--- src/hdl/otc_regs.svh ---
// Register map constants for the overhead terminator control registers.
// Assumes inclusion by bare name from the design, checker and bench files.
`ifndef OTC_REGS_SVH
`define OTC_REGS_SVH

// Printed offsets are not all multiples of four: they are indices, byte address is four times
`define OTC_IDX_LINE_MODE      9'h0fa
`define OTC_IDX_TX_OH_SRC      9'h1f8
`define OTC_IDX_PAYLOAD_MODE   9'h1fa
`define OTC_ADDR_LINE_MODE     12'h3e8
`define OTC_ADDR_TX_OH_SRC     12'h7e0
`define OTC_ADDR_PAYLOAD_MODE  12'h7e8
`define OTC_ADDR_ALARM_STATUS  12'h800

// Reset values (not documented; all clear)
`define OTC_RST_LINE_MODE      8'h00
`define OTC_RST_TX_OH_SRC      8'h00
`define OTC_RST_PAYLOAD_MODE   8'h00

// Field positions, line mode register
`define OTC_B_LINE_RATE        7
`define OTC_B_TERM_PAR         6
`define OTC_B_HW_IRQ_EN        5
`define OTC_B_RFI_INS_EN       4
`define OTC_B_ALT_OW           3
`define OTC_B_TRANS_IRQ_EN     2
`define OTC_B_PATH_IRQ_EN      1
`define OTC_B_BOTH_EDGES       0

// Field positions, tx overhead source register
`define OTC_B_SDCC_PORT        7
`define OTC_B_LDCC_PORT        6
`define OTC_B_SOW_PORT         5
`define OTC_B_LOW_PORT         4
`define OTC_B_PATH_RAM         3
`define OTC_B_APS_RAM          2
`define OTC_B_APS_CAPTURE      1
`define OTC_B_LOOPBACK         0

// Field positions, payload mode register
`define OTC_B_PAYLOAD_ONLY     7
`define OTC_B_RX_RETIME        1

`endif

--- src/hdl/otc_pkg.sv ---
// Types for the overhead terminator control registers.
// Assumes the register header is compiled alongside.
package otc_pkg;

	// Source of a transmitted overhead group
	typedef enum logic [1:0] {
		OTC_SRC_TERMINAL,
		OTC_SRC_PORT,
		OTC_SRC_RAM
	} otc_src_t;

	// Transport-layer events
	typedef struct packed {
		logic       rx_loss_signal;
		logic       rx_out_of_frame;
		logic       rx_loss_frame;
		logic       rx_line_alarm_ind;
		logic       rx_remote_failure;
		logic       rx_path_alarm_ind;
		logic       rx_loss_pointer;
		logic [3:0] b1b2_overflow;
		logic [5:0] new_toh_byte;
	} otc_transport_ev_t;

	// Path-layer events
	typedef struct packed {
		logic       path_yellow;
		logic [2:0] b3_febe_overflow;
		logic [4:0] new_poh_byte;
	} otc_path_ev_t;

	// Decoded controls toward the datapath
	typedef struct packed {
		logic     scramble_en;
		logic     b1_recalc;
		logic     b1_error_mask;
		logic     terminal_parallel;
		logic     rx_serial_active;
		logic     ferf_insert;
		logic     alt_orderwire_frame;
		otc_src_t sdcc_src;
		otc_src_t ldcc_src;
		otc_src_t sow_src;
		otc_src_t low_src;
		otc_src_t path_src;
		otc_src_t aps_src;
		logic     h4_from_terminal;
		logic     aps_capture;
		logic     rx_to_tx_loopback;
	} otc_ctrl_t;

	// All registered state of the block
	typedef struct packed {
		logic [7:0]        line_mode;
		logic [7:0]        tx_src;
		logic [7:0]        payload;
		otc_transport_ev_t trans_s1;
		otc_transport_ev_t trans_s2;
		otc_transport_ev_t trans_prev;
		otc_path_ev_t      path_s1;
		otc_path_ev_t      path_s2;
		otc_path_ev_t      path_prev;
		logic              trans_pend;
		logic              path_pend;
		logic              los_s1;
		logic              los_s2;
		logic              irq;
		logic              trans_irq;
		logic              path_irq;
		otc_ctrl_t         ctrl;
		logic              pready;
		logic              pslverr;
		logic [31:0]       prdata;
	} otc_state_t;

endpackage

--- src/hdl/otc_ctrl_regs.sv ---
// Control register bank of a line overhead terminator, with APB slave.
// Assumes alarm and event inputs come from other clock domains or pins,
// so each passes a two-stage synchroniser before use.
//
// Summary of operation
// Line rate high: scramble, BIP-8, recalc B1
// Line rate low: no scramble, error mask
// Parallel select; rx serial stays active
// Hardware interrupt only when enabled
// Insert remote failure only when enabled
// Remote failure on LOS, LOF, line AIS
// Orderwire frame leads MSB or coincides
// Transport interrupt only when enabled
// Seven transport alarms trigger interrupt
// Counter overflows, new bytes trigger too
// Path interrupt only when enabled
// Yellow, overflows, new path bytes trigger
// Rising edge only, or both edges
// Section datacom from port or terminal
// Line datacom from port or terminal
// E1 from orderwire port or terminal
// E2 from orderwire port or terminal
// Path overhead from RAM; H4 passes
// APS from RAM or terminal
// Copy APS to RAM each frame
// Receive-to-transmit terminal loopback
// Payload-only forbids terminal overhead sources; path overhead still takes terminal when its RAM bit is low
// APS has three selectable sources
// Payload-only needs retiming bit low
// Registers are eight-bit read/write

`include "otc_regs.svh"
`timescale 1ns/1ps
`default_nettype none

module otc_ctrl_regs (
	input  wire logic                       pclk,
	input  wire logic                       presetn,
	input  wire logic                       psel,
	input  wire logic                       penable,
	input  wire logic                       pwrite,
	input  wire logic [11:0]                paddr,
	input  wire logic [31:0]                pwdata,
	input  wire logic [3:0]                 pstrb,
	output logic                            pready,
	output logic                            pslverr,
	output logic [31:0]                     prdata,
	input  wire otc_pkg::otc_transport_ev_t transport_ev,
	input  wire otc_pkg::otc_path_ev_t      path_ev,
	input  wire logic                       aps_port_valid,
	output logic                            hw_irq,
	output logic                            transport_irq,
	output logic                            path_irq,
	output otc_pkg::otc_ctrl_t              ctrl
);

	otc_pkg::otc_state_t s_q;
	otc_pkg::otc_state_t s_d;

	// Source of a group: port or terminal, forced to port in payload-only mode
	function automatic otc_pkg::otc_src_t port_src(input logic sel, input logic payload_only);
		port_src = (sel || payload_only) ? otc_pkg::OTC_SRC_PORT : otc_pkg::OTC_SRC_TERMINAL;
	endfunction

	// Source of a group: RAM or terminal, forced to RAM in payload-only mode
	function automatic otc_pkg::otc_src_t ram_src(input logic sel, input logic payload_only);
		ram_src = (sel || payload_only) ? otc_pkg::OTC_SRC_RAM : otc_pkg::OTC_SRC_TERMINAL;
	endfunction

	// Edge detection on an alarm vector
	function automatic logic edge_hit(input logic [16:0] cur, input logic [16:0] prev, input logic both);
		edge_hit = both ? |(cur ^ prev) : |(cur & ~prev);
	endfunction

	logic        wr_acc;
	logic        rd_acc;
	logic        mapped;
	logic [16:0] tvec;
	logic [16:0] tprev;
	logic [16:0] pvec;
	logic [16:0] pprev;
	logic        pay_only;

	// Next-state logic
	always_comb begin
		s_d    = s_q;
		wr_acc = psel && penable && pwrite;
		rd_acc = psel && !penable && !pwrite;
		mapped = (paddr == `OTC_ADDR_LINE_MODE) || (paddr == `OTC_ADDR_TX_OH_SRC) ||
			(paddr == `OTC_ADDR_PAYLOAD_MODE) || (paddr == `OTC_ADDR_ALARM_STATUS);

		// APB: no wait state, answer in first access cycle
		s_d.pready  = psel && !penable;
		s_d.pslverr = psel && !penable && !mapped;

		// Register writes, byte lane 0 carries the data
		if (wr_acc && pstrb[0]) begin
			if (paddr == `OTC_ADDR_LINE_MODE) begin
				s_d.line_mode = pwdata[7:0];
			end else if (paddr == `OTC_ADDR_TX_OH_SRC) begin
				s_d.tx_src = pwdata[7:0];
			end else if (paddr == `OTC_ADDR_PAYLOAD_MODE) begin
				s_d.payload = pwdata[7:0];
				if (pwdata[`OTC_B_RX_RETIME]) begin
					s_d.payload[`OTC_B_PAYLOAD_ONLY] = 1'b0;
				end
			end
		end

		// Read data captured in setup phase
		s_d.prdata = 32'h0000_0000;
		if (rd_acc) begin
			if (paddr == `OTC_ADDR_LINE_MODE) begin
				s_d.prdata = {24'h00_0000, s_q.line_mode};
			end else if (paddr == `OTC_ADDR_TX_OH_SRC) begin
				s_d.prdata = {24'h00_0000, s_q.tx_src};
			end else if (paddr == `OTC_ADDR_PAYLOAD_MODE) begin
				s_d.prdata = {24'h00_0000, s_q.payload};
			end else if (paddr == `OTC_ADDR_ALARM_STATUS) begin
				s_d.prdata = {24'h00_0000, 2'h0, s_q.trans_pend, s_q.path_pend, s_q.los_s2,
					s_q.irq, s_q.trans_irq, s_q.path_irq};
			end
		end

		// Two-flop synchronisers on event inputs
		s_d.trans_s1   = transport_ev;
		s_d.trans_s2   = s_q.trans_s1;
		s_d.trans_prev = s_q.trans_s2;
		s_d.path_s1    = path_ev;
		s_d.path_s2    = s_q.path_s1;
		s_d.path_prev  = s_q.path_s2;
		s_d.los_s1     = aps_port_valid;
		s_d.los_s2     = s_q.los_s1;

		// Edge detection; set wins over clear by status read
		tvec  = s_q.trans_s2;
		tprev = s_q.trans_prev;
		pvec  = {8'h00, s_q.path_s2};
		pprev = {8'h00, s_q.path_prev};
		if (rd_acc && paddr == `OTC_ADDR_ALARM_STATUS) begin
			s_d.trans_pend = 1'b0;
			s_d.path_pend  = 1'b0;
		end
		if (edge_hit(tvec, tprev, s_q.line_mode[`OTC_B_BOTH_EDGES])) begin
			s_d.trans_pend = 1'b1;
		end
		if (edge_hit(pvec, pprev, s_q.line_mode[`OTC_B_BOTH_EDGES])) begin
			s_d.path_pend = 1'b1;
		end

		// Interrupt gating by enables
		s_d.trans_irq = s_q.trans_pend && s_q.line_mode[`OTC_B_TRANS_IRQ_EN];
		s_d.path_irq  = s_q.path_pend && s_q.line_mode[`OTC_B_PATH_IRQ_EN];
		s_d.irq       = s_q.line_mode[`OTC_B_HW_IRQ_EN] && (s_q.trans_irq || s_q.path_irq);

		// Decoded datapath controls
		pay_only                     = s_q.payload[`OTC_B_PAYLOAD_ONLY];
		s_d.ctrl.scramble_en         = s_q.line_mode[`OTC_B_LINE_RATE];
		s_d.ctrl.b1_recalc           = s_q.line_mode[`OTC_B_LINE_RATE];
		s_d.ctrl.b1_error_mask       = !s_q.line_mode[`OTC_B_LINE_RATE];
		s_d.ctrl.terminal_parallel   = s_q.line_mode[`OTC_B_TERM_PAR];
		s_d.ctrl.rx_serial_active    = 1'b1;
		s_d.ctrl.ferf_insert         = s_q.line_mode[`OTC_B_RFI_INS_EN] &&
			(s_q.trans_s2.rx_loss_signal || s_q.trans_s2.rx_loss_frame ||
			s_q.trans_s2.rx_line_alarm_ind);
		s_d.ctrl.alt_orderwire_frame = s_q.line_mode[`OTC_B_ALT_OW];
		s_d.ctrl.sdcc_src            = port_src(s_q.tx_src[`OTC_B_SDCC_PORT], pay_only);
		s_d.ctrl.ldcc_src            = port_src(s_q.tx_src[`OTC_B_LDCC_PORT], pay_only);
		s_d.ctrl.sow_src             = port_src(s_q.tx_src[`OTC_B_SOW_PORT], pay_only);
		s_d.ctrl.low_src             = port_src(s_q.tx_src[`OTC_B_LOW_PORT], pay_only);
		s_d.ctrl.path_src            = s_q.tx_src[`OTC_B_PATH_RAM] ? otc_pkg::OTC_SRC_RAM
			: otc_pkg::OTC_SRC_TERMINAL;
		s_d.ctrl.h4_from_terminal    = 1'b1;
		// APS: RAM, else port when capturing or payload-only, else terminal
		if (s_q.tx_src[`OTC_B_APS_RAM]) begin
			s_d.ctrl.aps_src = otc_pkg::OTC_SRC_RAM;
		end else if (s_q.tx_src[`OTC_B_APS_CAPTURE] || pay_only) begin
			s_d.ctrl.aps_src = otc_pkg::OTC_SRC_PORT;
		end else begin
			s_d.ctrl.aps_src = otc_pkg::OTC_SRC_TERMINAL;
		end
		s_d.ctrl.aps_capture         = s_q.tx_src[`OTC_B_APS_CAPTURE] && s_q.los_s2;
		s_d.ctrl.rx_to_tx_loopback   = s_q.tx_src[`OTC_B_LOOPBACK];
	end

	// State register
	always_ff @(posedge pclk or negedge presetn) begin
		if (!presetn) begin
			s_q           <= '0;
			s_q.line_mode <= `OTC_RST_LINE_MODE;
			s_q.tx_src    <= `OTC_RST_TX_OH_SRC;
			s_q.payload   <= `OTC_RST_PAYLOAD_MODE;
		end else begin
			s_q <= s_d;
		end
	end

	// Outputs straight from flip-flops
	assign pready        = s_q.pready;
	assign pslverr       = s_q.pslverr;
	assign prdata        = s_q.prdata;
	assign hw_irq        = s_q.irq;
	assign transport_irq = s_q.trans_irq;
	assign path_irq      = s_q.path_irq;
	assign ctrl          = s_q.ctrl;

endmodule

`default_nettype wire

--- config.mk ---
export PLATFORM = sky130hd
export DESIGN_NAME = otc_ctrl_regs
export DESIGN_NICKNAME = d
export VERILOG_FILES = /design/src/hdl/otc_pkg.sv /design/src/hdl/otc_ctrl_regs.sv
export VERILOG_INCLUDE_DIRS = /design/src /design/src/hdl
export SDC_FILE = /design/constraint.sdc
export NUM_CORES = 1
export LEC_CHECK = 0
export ABC_AREA = 0
export BUFFER_PORTS_ARGS = -buffer_cell sky130_fd_sc_hd__buf_2
export CAP_MARGIN = 20
export CORE_MARGIN = 2
export CORE_UTILIZATION = 50
export DETAILED_ROUTE_END_ITERATION = 10
export GPL_ROUTABILITY_DRIVEN = 1
export PLACE_DENSITY = 0.77
export SLEW_MARGIN = 20
export SYNTH_ARGS = -nofsm -noshare
export SYNTH_HDL_FRONTEND = slang
export SYNTH_SLANG_ARGS = --single-unit
export TNS_END_PERCENT = 10
--- constraint.sdc ---
create_clock -name pclk -period 2 [get_ports pclk]
set_input_delay 0.4 -clock pclk [delete_from_list [all_inputs] [get_ports pclk]]
set_output_delay 0.4 -clock pclk [all_outputs]
set_load 0.005 [all_outputs]
==> metrics, run 1 <==
crit end category=flop; share of cells above drive strength 1=34.1%; Post-CTS Setup Bufs=0; num rows=36; Starting Density=51.9%; Lkg Pwr=3.30 nW; Final Hold Viols=0; Core Area=9860 um^2; startpoint types=flop; Post-Syn Area=5120 um^2; max cap viols=0; FF+latch count, synth=134; R2R setup slack=400 ps; RePlAce Congestion=0.850; Max Clock Skew=4.67 ps; Max Slew Vio Count=0; Ports=139; CP max FO=2; CTS clk-pin slew, worst paths=60 ps; DR iter-0 viols=just under 100; total clock buffers created by CTS=17; setup TNS=0 ps; vias in the first global route=2913; clk sink count=roughly 130; root buffer cell=clkbuf_8; Tcrit/Tclk final=79.9%; number of library cell types mapped by synthesis=42; Die ar.=11100 um^2; pwr/cell area=971 nW/um^2; Worst Setup SP=s_d[90]; FILL cells=between 700 and 800; worst path cell trace=ha_1 > or4_1 > nor4_1 > o2bb2ai_1; status=complete, no violations; Worst EP arrival=1990 ps; Most used DFF post-synth=dfrtp_1; H-tree Lvls=4; first-pass GRT wire length=14400 um; Worst Hold Depth=2; Final setup viols=0; peak supply drop=around 780 uV; Syn Area/Cell=approximately 14 um^2; Die Width=~110 um; Syn-to-layout area delta=25.0%; hold_sp=pwrite; detailed-router iteration count before antenna repair=5; Synth async-reset ratio=100%; largest net degree at the start of global routing=55; number of synthesized flops with an enable pin=0; initial antenna violation count=0; reg2reg start=s_d[90]; worst skew pair latency=510 ps; Seq/Total Area, Yosys=65.5%; diodes inserted=0; Clock Tree Buf Depth=2; Tot Pwr=around 6.2 mW; Vias/cell=between 4 and 5; synth warn=0; WS Path Type=flop to flop; Routed WL per cell=between 10 and 15 um; CP endpoint=s_q[62]; # port buffers=82; minimum clock period=1600 ps; hold crit path type=input pin to flop; FF-to-FF End=s_q[62]; worst setup margin=401 ps; FF-to-FF path depth=4; nets@finish=583; Post-DP HPWL=between 5000 and 6000 um; RSZ-0062 raised after global routing=no; Tot GR Track Use=between 15 and 20%; Critical Path Max Stage Delay=roughly 500 ps; Fmax=626 MHz; required time worst endpoint=2390 ps; drt total wl=8640 um; grt ovf=0; Routed Antenna Nets=0; Cells after Synth=363; Die H=105 um; residual DRC count=0; worst-path cell with the longest stage delay=or4_1; vias=2936; TritonCTS clock tree=done; Setup WS pre-CTS=0.107 ps
## metal layers
metal	part of all wire, %	track usage (%)	routed length [um]	vias to the layer above
met5	0	0	0	-
met4	1.2	6.19	103	0
met3	6.0	5.86	515	8
met2	50	27.6	4350	120
met1	42	21.7	3670	1432
li1	-	-	-	1376
## cell families (layout without fill, tap and decap cells)
kind of cell	after synthesis	after routing	share of synthesized area [%]
buffers and inverters	87	186	10.6
other	2	30	0.147
AO/OA/AOI/OAI	21	21	3.25
multiplexers	27	27	5.91
flip-flops	134	134	65.5
AND/OR/NAND/NOR	66	66	8.28
adder cells (fa/ha/maj)	26	26	6.35
## how the worst min path moves through the flow
stage | endpoint | slack (ps)
finish | prdata[5] | 120
floorplan | ctrl[0] | 100
detailed placement | pvec[2] | 330
global placement | s_d[93] | 330
global route | prdata[5] | 90
CTS | prdata[5] | 80
## sequential cells by signal, summed over array words and instances (netlist names)
register and count:
path_irq 1, s_q 39, pay_only 1, pready 1, hw_irq 1, transport_irq 1
pslverr 1, prdata 8, s_d 48, pprev 9, ctrl 15, pvec 9
## Yosys cell counts, drive strengths merged, types with 2 or more instances
| master | count | share of area (%) |
|---|---|---|
| and2 | 3 | 0.37 |
| or3 | 2 | 0.34 |
| nor2 | 12 | 0.88 |
| nor4 | 11 | 1.9 |
| clkbuf | 2 | 0.15 |
| ha | 26 | 6.4 |
| nand2b | 7 | 0.86 |
| nand4 | 6 | 0.73 |
| a22oi | 3 | 0.44 |
| nand2 | 5 | 0.42 |
| nor3 | 3 | 0.29 |
| inv | 29 | 2.1 |
| buf | 56 | 8.3 |
| a222oi | 5 | 0.98 |
| mux2 | 26 | 5.7 |
| conb | 2 | 0.15 |
| nand3 | 3 | 0.39 |
| or2 | 5 | 0.61 |
| o21ai | 5 | 0.49 |
| or4b | 2 | 0.46 |
| dfrtp | 134 | 65 |
| nor2b | 2 | 0.24 |
## cells in the final DEF (no fill, tap or decap), types with 3 or more instances in the layout
cell	synthesis	routed
nand2_1	4	4
a22oi_1	3	3
dlygate4sd3_1	0	28
buf_4	55	13
nor2_1	12	12
bufinv_16	0	3
nor4_1	9	9
mux2_2	26	26
a222oi_1	5	5
conb_1	2	30
and2_1	3	3
inv_1	29	29
nor3_1	3	3
ha_1	26	26
buf_2	0	81
or2_2	5	5
o21ai_0	5	5
clkbuf_16	0	16
nand4_1	6	6
nand2b_1	7	7
clkinv_4	0	5
dfrtp_1	134	134
## cell type report
class                      instances  area, um^2  share of cell area [%]
timing repair buffer             125         835                    13.0
multi-input combinational        170        1330                    20.8
sequential                       134        3350                    52.4
clock inverter                    14         176                    2.76
clock buffer                      18         428                    6.69
inverter                          29         109                    1.70
tap                              133         166                    2.60
## metrics by stage
step | utilization [%] | instances | hold WS (ps) | instance area (um^2)
6_report | 64.9 | 623 | 117 | 6400
5_1_grt | 64.9 | 623 | 91.4 | 6400
2_1_floorplan | - | 391 | 104 | 5230
4_1_cts | 64.9 | 623 | 83.8 | 6400
3_5_place_dp | 55.9 | 563 | 335 | 5510
3_3_place_gp | 55.9 | 563 | 333 | 5510
## power breakdown
group / total, mW / internal, mW / switching (mW) / leakage (nW)
sequential: 2.83 / 2.80 / 0.0357 / 1.67
combinational: 0.290 / 0.134 / 0.156 / 1.34
clock: 3.09 / 1.94 / 1.15 / 0.292
total: 6.21 / 4.87 / 1.34 / 3.30
## timing repair
action	in CTS	in global routing
hold endpoints to repair	79	0
resized for setup	0	0
hold buffers	28	0
## critical path, delay by kind of cell, from the launching register on
family / cells / cell delay [ps]
AND/OR/NAND/NOR: 2 / 790
flip-flops: 1 / 400
adder cells (fa/ha/maj): 1 / 180
AO/OA/AOI/OAI: 1 / 110
Note: power is estimated with default switching activity, not from simulation.
==> run 2: changes to the inputs <==
clock period = 1.5 ns   (was 2 ns; I/O delays follow)
==> run 2 against run 1 <==
  * The run now ends with negative setup slack left
  * Wire length rose by 6.7%
  * Clock power rose by 35%
  * Critical path depth did not move
  * Via count rose by 2.2%
  * Utilization rose by 1.3 points
  * Cell count rose by 0.80%
  * Worst hold slack got worse by 56 ps
  * Sequential share of layout area fell by 1.1 points
  * Flip-flop and latch count did not move
  * Register-to-register slack got worse by 430 ps
  * First-iteration DRC count rose by 11%
  * Critical path type unchanged
  * Critical endpoint unchanged
  * Largest cell class unchanged
  * Largest power group unchanged
==> metrics, run 2 (synthesis gave the netlist of run 1 again) <==
TritonCTS clock tree=done; Routed Antenna Nets=0 (unchanged); vias=3000 (+2.2%); Fmax=656 MHz (+4.8%); placed cells=567 (+0.71%); clk sink count=134 (unchanged); Die H=105 um (unchanged); startpoint types=flop; Routed WL per cell=14.7 um (+5.8%); commonest non-fill, non-tap cell in the layout=dfrtp_1; Comb pwr share=5.1% (+0.4 points); P_sw=1.73 mW (+29%); # port buffers=82 (unchanged); hold path endpoint=s_q[141]; crit end category=flop; Tot Pwr=8.37 mW (+35%); Die Width=105 um (unchanged); R2R setup slack=-20 ps (-430 ps); worst skew pair latency=500 ps (about the same); max cap viols=0 (unchanged); Final Hold Viols=0 (unchanged); CTS clk-pin slew, worst paths=60 ps (about the same); total clock buffers created by CTS=17 (unchanged); FF-to-FF path depth=4 (unchanged); largest net degree at the start of global routing=51 (-7.3%); Core Area=9860 um^2 (unchanged); hold_sp=pwdata[0]; Ports=139 (unchanged); FF-to-FF End=s_q[62]; max reg flops=48 (unchanged); Tcrit/Tclk final=102% (+22 points); final std cells w/o fill=628 (+0.80%); residual DRC count=0 (unchanged); worst-path cell with the longest stage delay=or4_4; register share of total power=45.1% (-0.5 points); vias in the first global route=3132 (+7.5%); Internal Pwr Total=6.64 mW (+36%); share of cells above drive strength 1=35.4% (+1.3 points); Starting Density=51.9% (unchanged); RSZ-0062 raised after global routing=yes; initial antenna violation count=1 (+1); Vias/cell=4.78 (+1.4%); worst setup margin=-24.8 ps (-426 ps); nets@finish=588 (+0.86%); Worst EP arrival=1910 ps (-80 ps); Critical Path Max Stage Delay=550 ps (+40 ps); pwr/cell area=1280 nW/um^2 (+32%); first-pass GRT wire length=15200 um (+6.0%); status=complete, but fails checks; Tot GR Track Use=18.0% (+0.84 points); Clock Tree Buf Depth=2 (unchanged); WS Path Type=flop to flop; RePlAce Congestion=0.788 (-7.3%); most frequent cells in the layout=dfrtp_1, buf_2, conb_1; hold crit path type=input pin to flop; Die ar.=11100 um^2 (unchanged); failing checks=negative setup slack; CP max FO=2 (unchanged); Worst Hold Depth=2 (unchanged); DR iter-0 viols=110 (+11%); peak supply drop=1160 uV (+49%); Final Core Density=66.2% (+1.3 points); Lkg Pwr=3.33 nW (+1.0%); root buffer cell=clkbuf_8; minimum clock period=1520 ps (-73.8 ps); Max Slew Vio Count=0 (unchanged); Max Clock Skew=6.51 ps (+1.84 ps); worst path cell trace=ha_2 > or4_4 > nor4_4 > o2bb2ai_1; grt ovf=0 (unchanged); clock power share=49.8% (about the same); detailed-router iteration count before antenna repair=5 (unchanged); Syn-to-layout area delta=27.6%; Post-DP HPWL=6090 um (+8.5%); switching part of the total power=20.7% (-0.91 points); FILL cells=681 (-5.9%); required time worst endpoint=1890 ps (-500 ps); H-tree Lvls=4 (unchanged); num rows=36 (unchanged); drt total wl=9220 um (+6.7%); reg2reg start=s_d[92]; Final setup viols=1 (+1)
## run 2: worst max path at each step
stage / from / endpoint / slack, ps / depth (start not counted)
2_1_floorplan: paddr[1] / pay_only / -270 / 6
3_3_place_gp: paddr[1] / prdata[1] / -380 / 5
3_5_place_dp: paddr[1] / prdata[1] / -410 / 5
4_1_cts: s_d[103] / s_q[62] / 6 / 5
5_1_grt: s_d[92] / s_q[62] / -90 / 4
6_report: s_d[92] / s_q[62] / -20 / 4
## run 2: power by group through the flow
stage          Sequential, mW  Clock [mW]  Combinational (mW)
2_1_floorplan            3.83           0               0.189
3_3_place_gp             3.83           0               0.329
3_5_place_dp             3.84           0               0.349
4_1_cts                  3.78        4.23               0.423
5_1_grt                  3.79        4.42               0.488
6_report                 3.78        4.16               0.428
## run 2: final cells by class
class	instances	area [um^2]	area share (%)
Antenna cell	1	2.50	0.0383
Inverter	29	109	1.67
Timing Repair Buffer	130	881	13.5
Clock buffer	21	429	6.57
Tap cell	133	166	2.55
Sequential cell	134	3350	51.3
Clock inverter	10	173	2.64
Multi-Input combinational cell	170	1420	21.7
## run 2: worst max-delay path, delay by kind of cell, from the launching register on
kind	cells	cell delay (ps)
AND/OR/NAND/NOR	2	760
adder cells (fa/ha/maj)	1	190
AO/OA/AOI/OAI	1	80
flip-flops	1	390
## run 2: repair_timing
action / in CTS / in global routing
setup buffers: 0 / 1
hold endpoints to repair: 53 / 0
hold buffers: 28 / 0
setup endpoints to repair: 1 / 2
pin swaps: 1 / 6
resized for setup: 5 / 6
## run 2: layer usage
metal / global-route usage [%] / share of wire, % / vias up
met1: 22.0 / 42 / 1476
met4: 8.48 / 2.3 / 0
met5: 0 / 0 / -
met2: 29.2 / 51 / 116
met3: 5.68 / 5.5 / 20
li1: - / - / 1388
## run 2: through the flow
step / setup TNS [ps] / hold WS, ps / area, um^2 / setup slack [ps]
final: -24.8 / 61.0 / 6530 / -24.8
after global routing: -90.4 / 38.5 / 6530 / -90.4
after CTS: 0 / 40.5 / 6500 / 5.80
after detailed placement: -10860 / 247 / 5580 / -412
after global placement: -10370 / 249 / 5580 / -383
after floorplan: -5130 / 4.41 / 5260 / -268
